`src/ecc_gen_params.svh`:
```
`ifndef ECC_GEN_PARAMS_SVH
`define ECC_GEN_PARAMS_SVH
// Operation
// - Codes are computed on bytes crossing the master or FIFO interface, no copy.
// - With block size select low, two 3-byte codes each cover 256 bytes.
// - With block size select high, one 3-byte code covers 512 bytes.
// - The code drops the top index pair, so bytes n and n+128 (n+256 in 512-byte mode) give the same error syndrome.
// - Any restart write begins a new calculation at the next byte.
// - In 256-byte mode the first 256 bytes go to the first result.
// - In 256-byte mode the next 256 bytes go to the second result.
// - In 256-byte mode both results freeze after the second code.
// - In 512-byte mode the first result holds the code, the second is unused.
// - In 512-byte mode the first result freezes once complete.
`define BLK_SMALL 512'd256
`define BLK_LARGE 512'd512
`define CODE_IDLE 24'hffffff
`define UNUSED_BITS 2'b11
`endif

```
`src/ecc_gen_pkg.sv`:
```
package ecc_gen_pkg;
    typedef enum logic [1:0]
    {
        ST_FIRST = 2'b00,
        ST_SECOND = 2'b01,
        ST_DONE = 2'b11
    } ecc_state_t;
endpackage

```
`src/interface_ecc_generator.sv`:
```
`timescale 1ns/1ps
`include "ecc_gen_params.svh"
module interface_ecc_generator
    import ecc_gen_pkg::*;
(
    input wire logic mclk,
    input wire logic nrst,
    input wire logic code_block_size_select,
    input wire logic code_restart_write,
    input wire logic master_byte_valid,
    input wire logic [7:0] master_byte,
    input wire logic fifo_byte_valid,
    input wire logic [7:0] fifo_byte,
    output logic [23:0] first_code_result_ff,
    output logic [23:0] second_code_result_ff,
    output logic code_done_ff
)
;
    // ------------------------------------------------------------
    // Reset release
    // ------------------------------------------------------------
    logic rst_meta_ff;
    logic rst_n_ff;
    always_ff @(posedge mclk or negedge nrst)
    begin
        if (!nrst)
        begin
            rst_meta_ff <= 1'b0;
            rst_n_ff <= 1'b0;
        end
        else
        begin
            rst_meta_ff <= 1'b1;
            rst_n_ff <= rst_meta_ff;
        end
    end

    // ------------------------------------------------------------
    // Byte source and block position
    // ------------------------------------------------------------
    // Interface is byte-wide only; word transfers would break the count
    // Either interface feeds
    logic byte_en;
    logic [7:0] byte_in;
    assign byte_en = master_byte_valid | fifo_byte_valid;
    assign byte_in = master_byte_valid ? master_byte : fifo_byte;

    ecc_state_t state_ff;
    ecc_state_t nxt_state;
    logic mode_ff;
    logic [8:0] index_ff;
    logic [8:0] nxt_index;
    logic active;
    logic last_byte;
    assign active = (state_ff != ST_DONE) & byte_en & ~code_restart_write;
    assign last_byte = mode_ff ? (index_ff == 9'(`BLK_LARGE - 1))
                               : (index_ff[7:0] == 8'(`BLK_SMALL - 1));
    assign nxt_index = last_byte ? 9'h000 : 9'(index_ff + 9'h001);

    // ------------------------------------------------------------
    // Parity accumulator
    // ------------------------------------------------------------
    logic [17:0] line_par;
    logic [5:0] col_par;
    logic acc_clr;
    assign acc_clr = code_restart_write | (active & last_byte);
    ecc_parity_acc #(.AW(9)) u_acc (
        .mclk(mclk),
        .rst_n(rst_n_ff),
        .clr(acc_clr),
        .byte_en(active),
        .byte_in(byte_in),
        .index(index_ff),
        .line_par_ff(line_par),
        .col_par_ff(col_par)
    );

    // Final byte is folded in here, since the accumulator clears at once
    logic row_par;
    logic [17:0] fin_line;
    logic [5:0] fin_col;
    logic [23:0] code_word;
    assign row_par = ^byte_in;
    generate
        for (genvar i = 0; i < 9; i++)
        begin : g_fin
            assign fin_line[2*i] = line_par[2*i] ^ (row_par & ~index_ff[i]);
            assign fin_line[2*i+1] = line_par[2*i+1] ^ (row_par & index_ff[i]);
        end
    endgenerate
    assign fin_col[0] = col_par[0] ^ ^{byte_in[6], byte_in[4],
                                       byte_in[2], byte_in[0]};
    assign fin_col[1] = col_par[1] ^ ^{byte_in[7], byte_in[5],
                                       byte_in[3], byte_in[1]};
    assign fin_col[2] = col_par[2] ^ ^{byte_in[5], byte_in[4],
                                       byte_in[1], byte_in[0]};
    assign fin_col[3] = col_par[3] ^ ^{byte_in[7], byte_in[6],
                                       byte_in[3], byte_in[2]};
    assign fin_col[4] = col_par[4] ^ ^byte_in[3:0];
    assign fin_col[5] = col_par[5] ^ ^byte_in[7:4];
    // Inverted, spare bits one
    // Large blocks keep line pairs 0 to 7, small blocks pairs 0 to 6; the pairs above read as ones
    assign code_word = mode_ff
        ? {~fin_col, `UNUSED_BITS, ~fin_line[15:0]}
        : {~fin_col, `UNUSED_BITS, `UNUSED_BITS, ~fin_line[13:0]};

    // ------------------------------------------------------------
    // Sequencing
    // ------------------------------------------------------------
    logic store_first;
    logic store_second;
    // Large block also to first result
    assign store_first = active & last_byte & (state_ff == ST_FIRST);
    assign store_second = active & last_byte & (state_ff == ST_SECOND);

    always_comb
    begin
        nxt_state = state_ff;
        unique case (state_ff)
            ST_FIRST:
                if (store_first)
                    nxt_state = mode_ff ? ST_DONE : ST_SECOND;
            ST_SECOND:
                if (store_second)
                    nxt_state = ST_DONE;
            ST_DONE:
                nxt_state = ST_DONE;
            default:
                nxt_state = ST_FIRST;
        endcase
    end

    always_ff @(posedge mclk or negedge rst_n_ff)
    begin
        if (!rst_n_ff)
        begin
            state_ff <= ST_FIRST;
            index_ff <= 9'h000;
            mode_ff <= 1'b0;
        end
        else if (code_restart_write)
        begin
            state_ff <= ST_FIRST;
            index_ff <= 9'h000;
            mode_ff <= code_block_size_select;
        end
        else if (active)
        begin
            state_ff <= nxt_state;
            index_ff <= nxt_index;
        end
    end

    // ------------------------------------------------------------
    // Result registers
    // ------------------------------------------------------------
    // Codes held across restart; only done clears
    always_ff @(posedge mclk or negedge rst_n_ff)
    begin
        if (!rst_n_ff)
        begin
            first_code_result_ff <= `CODE_IDLE;
            second_code_result_ff <= `CODE_IDLE;
            code_done_ff <= 1'b0;
        end
        else if (code_restart_write)
        begin
            code_done_ff <= 1'b0;
        end
        else
        begin
            if (store_first)
                first_code_result_ff <= code_word;
            if (store_second)
                second_code_result_ff <= code_word;
            if (nxt_state == ST_DONE && active)
                code_done_ff <= 1'b1;
        end
    end
endmodule

```
`src/ecc_parity_acc.sv`:
```
`timescale 1ns/1ps
`include "ecc_gen_params.svh"
module ecc_parity_acc #(
    parameter int AW = 9
)
(
    input wire logic mclk,
    input wire logic rst_n,
    input wire logic clr,
    input wire logic byte_en,
    input wire logic [7:0] byte_in,
    input wire logic [AW-1:0] index,
    output logic [2*AW-1:0] line_par_ff,
    output logic [5:0] col_par_ff
)
;
    // ------------------------------------------------------------
    // Parity accumulation
    // ------------------------------------------------------------
    logic row_par;
    logic [2*AW-1:0] line_mask;
    logic [5:0] col_byte;
    assign row_par = ^byte_in;
    // Even bit of each pair takes index bit low, odd bit takes it high
    generate
        for (genvar i = 0; i < AW; i++)
        begin : g_line
            assign line_mask[2*i] = row_par & ~index[i];
            assign line_mask[2*i+1] = row_par & index[i];
        end
    endgenerate
    assign col_byte[0] = ^{byte_in[6], byte_in[4], byte_in[2], byte_in[0]};
    assign col_byte[1] = ^{byte_in[7], byte_in[5], byte_in[3], byte_in[1]};
    assign col_byte[2] = ^{byte_in[5], byte_in[4], byte_in[1], byte_in[0]};
    assign col_byte[3] = ^{byte_in[7], byte_in[6], byte_in[3], byte_in[2]};
    assign col_byte[4] = ^byte_in[3:0];
    assign col_byte[5] = ^byte_in[7:4];
    always_ff @(posedge mclk or negedge rst_n)
    begin
        if (!rst_n)
        begin
            line_par_ff <= '0;
            col_par_ff <= '0;
        end
        else if (clr)
        begin
            line_par_ff <= '0;
            col_par_ff <= '0;
        end
        else if (byte_en)
        begin
            line_par_ff <= line_par_ff ^ line_mask;
            col_par_ff <= col_par_ff ^ col_byte;
        end
    end
endmodule

```
`config.mk`:
```
export PLATFORM = sky130hd
export DESIGN_NAME = interface_ecc_generator
export DESIGN_NICKNAME = d
export VERILOG_FILES = /design/src/ecc_gen_pkg.sv /design/src/interface_ecc_generator.sv /design/src/ecc_parity_acc.sv
export VERILOG_INCLUDE_DIRS = /design/src /design/src/src
export SDC_FILE = /design/constraint.sdc
export NUM_CORES = 1
export LEC_CHECK = 0
export ABC_AREA = 1
export BUFFER_PORTS_ARGS = -buffer_cell sky130_fd_sc_hd__buf_2
export CAP_MARGIN = 25
export CORE_MARGIN = 3
export CORE_UTILIZATION = 45
export CTS_CLUSTER_SIZE = 24
export DETAILED_ROUTE_END_ITERATION = 16
export GPL_TIMING_DRIVEN = 0
export PLACE_DENSITY = 0.77
export SYNTH_ARGS = -nofsm -noshare
export SYNTH_HDL_FRONTEND = slang
export SYNTH_SLANG_ARGS = --single-unit
```
`constraint.sdc`:
```
create_clock -name mclk -period 3.54 [get_ports mclk]
set_input_delay 0.177 -clock mclk [delete_from_list [all_inputs] [get_ports mclk]]
set_output_delay 0.177 -clock mclk [all_outputs]
set_load 0.05 [all_outputs]
```
==> results_dict.tcl <==
set metrics [dict create \
    status "completed" \
    hold_end "state_ff[0]" \
    antenna_cells 0 \
    drv_slew 0 \
    cts.sink_count 81 \
    worstSetupStartpoint "index_ff[0]" \
    die_w_um 105 \
    hold_depth 2 \
    mostFrequentLayoutCells "nand2_1, buf_2, nand3_1" \
    synth_adder_area_share 0.00568 \
    cts_max_level 3 \
    avgSynthCellArea_um2 7.44 \
    tightest_slew_ns 0.585 \
    crit_fanout 10 \
    relSlewSlack 0.610 \
    wl_per_cell_um 12.4 \
    grt_pass1_vias 3934 \
    hpwl_mm 7.43 \
    gp_congestion 0.876 \
    yosysWarnings 0 \
    grt-ovfl-total 0 \
    p_per_area_mw_per_mm2 394 \
    worstPathArrival_ns 2.54 \
    setup_violations 0 \
    synth_compound_area_frac 0.0293 \
    worst_r2r_endpoint "second_code_result_ff[13]" \
    grt_usage 0.194 \
    dpl-instance-area_mm2 0.00493 \
    clock_latency_ns 0.37 \
    min_from "code_restart_write" \
    ys_ff_latch 81 \
    critPathRequiredTime_ns 3.85 \
    die_area_mm2 0.0110 \
    antenna_found_initial 0 \
    post-route-drc-count 0 \
    reg2reg_from "index_ff[0]" \
    cp-end-kind "flip-flop" \
    ioPinCount 71 \
    grt_start_max_net_pins 46 \
    synth_xor_area_frac 0.0398 \
    drive_gt1_frac 0.259 \
    nets 698 \
    cp-start-kind "flip-flop" \
    muxShareOfSynthArea 0 \
    period_share 0.631 \
    numCtsBuffers 9 \
    cts-root-buf "clkbuf_8" \
    vias 3879 \
    drtAntennaViolNets 0 \
    setup_tns_ns 0 \
    initial_utilization 0.470 \
    synthSimpleGateAreaFrac 0.368 \
    hold_viol_final 0 \
    via_per_inst 4.80 \
    drt-pass1-iter-count 5 \
    path_class "flip-flop to flip-flop" \
    syn_to_final_growth_pct 16.5 \
    worst_r2r_path_depth 12 \
    coreArea_mm2 0.00937 \
    clockBufferDepth 2 \
    fp.dieH_um 105 \
    fillerInstances 921 \
    holdCritPathClass "input port to flip-flop" \
    stdcell_area_mm2 0.00513 \
    portBuffers 65 \
    period_needed_ns 2.23 \
    grt_pass1_wl_mm 17.7 \
    ff2ff_setup_slack_ns 1.31 \
    wl_mm 10.0 \
    cap_violations 0 \
    rsz0062_at_grt "no" \
    path_clk_slew_ns 0.08 \
    fmax_ghz 0.448 \
    synth_cell_types 29 \
    synthCells 592 \
    drtIter0Drc 188 \
    cts_tree "built" \
    irDropWorstVdd_uv 181 \
    finalClockSkew_ns 0.0129 \
    post_cts_buffers 0 \
    synth_area_mm2 0.00440 \
    total_leakage_power_nw 2.81 \
    hold_slack_ns 0.0407 \
    rows 35 \
    synth_top_family_by_area "simple AND/OR/NAND/NOR gates" \
    final_common_cell "nand2_1" \
    synth.yosys.seq_area_share 0.473 \
]
[cells in the mapped netlist (all sizes together)]
| master | n | share of area |
|---|---|---|
| nand2 | 298 | 0.26 |
| nand3 | 58 | 0.068 |
| inv | 55 | 0.048 |
| dfstp | 44 | 0.26 |
| dfrtp | 37 | 0.21 |
| nor2 | 23 | 0.025 |
| buf | 15 | 0.030 |
| xor2 | 15 | 0.030 |
| o21ai | 12 | 0.014 |
| o22ai | 8 | 0.011 |
| clkbuf | 7 | 0.0060 |
| or2 | 5 | 0.0071 |
| xnor2 | 5 | 0.0099 |
| nor3 | 3 | 0.0034 |
| a21oi | 2 | 0.0023 |
| ha | 2 | 0.0057 |
| a22o | 1 | 0.0020 |
| conb | 1 | 0.00085 |
| nand4 | 1 | 0.0014 |
[worst max-delay path, stage by stage (launching register included)]
cell	delay [ns]
dfrtp_1	0.42
ha_1	0.21
nand3_1	0.15
nor2_1	0.24
ha_1	0.20
nand2_1	0.07
nand2_2	0.11
nand3_2	0.16
inv_2	0.09
buf_4	0.17
buf_4	0.19
nand3_1	0.09
nand2_1	0.07
[per-stage QoR]
stage | worst slack (ns) | power [mW] | util | std cells
2_1_floorplan | 1.19 | 1.29 | - | 596
3_3_place_gp | 0.388 | 1.37 | 0.523 | 790
3_5_place_dp | 1.34 | 1.38 | 0.526 | 791
4_1_cts | 1.30 | 2.04 | 0.547 | 808
5_1_grt | 1.10 | 2.14 | 0.547 | 808
6_report | 1.31 | 2.02 | 0.547 | 808
[cell type report]
class | count | area, µm² | share of cell area
Sequential cell | 81 | 2090 | 0.407
Multi-Input combinational cell | 438 | 1970 | 0.384
Timing Repair Buffer | 67 | 355 | 0.0693
Inverter | 55 | 211 | 0.0412
Tap cell | 129 | 161 | 0.0315
Buffer | 22 | 156 | 0.0305
Clock buffer | 10 | 138 | 0.0268
Clock inverter | 6 | 51.3 | 0.0100
[routing by layer]
metal,wire (µm),vias to the layer above,GRT usage
li1,-,1982,-
met1,4420,1801,0.236
met2,4970,81,0.339
met3,444,15,0.0439
met4,164,0,0.0656
met5,0,-,0
[worst max-delay path by stage]
| stage | end | slack, ns |
|---|---|---|
| floorplan | code_done_ff | 1.19 |
| global placement | u_acc.line_par_ff[13] | 0.39 |
| detailed placement | second_code_result_ff[13] | 1.34 |
| CTS | second_code_result_ff[13] | 1.30 |
| global route | second_code_result_ff[10] | 1.10 |
| finish | second_code_result_ff[13] | 1.31 |
[sequential cells by signal, summed over array words and instances, names as in the netlist, 2 cells and up]
| name | flops |
|---|---|
| index_ff | 9 |
| first_code_result_ff | 22 |
| state_ff | 2 |
| u_acc.line_par_ff | 16 |
| u_acc.col_par_ff | 6 |
| second_code_result_ff | 22 |
[repair_timing]
| action | in CTS | in global routing |
|---|---|---|
| hold buffers | 1 | 0 |
| resized for setup | 0 | 0 |
| endpoints found under the hold margin | 2 | 0 |
[where the power goes]
group          total, mW  switching [mW]  internal [mW]
Sequential          1.01          0.0404          0.968
Combinational      0.366           0.240          0.126
Clock              0.647           0.366          0.281
[cells by family after synthesis]
| logic type | Yosys count |
|---|---|
| xor gates and xnor gates | 20 |
| DFF | 81 |
| AOI/OAI and AO/OA | 23 |
| adders and majority gates | 2 |
| buffers and inverters | 77 |
| and+or+nand+nor | 388 |
| other | 1 |
(Power assumes the default switching activity.)
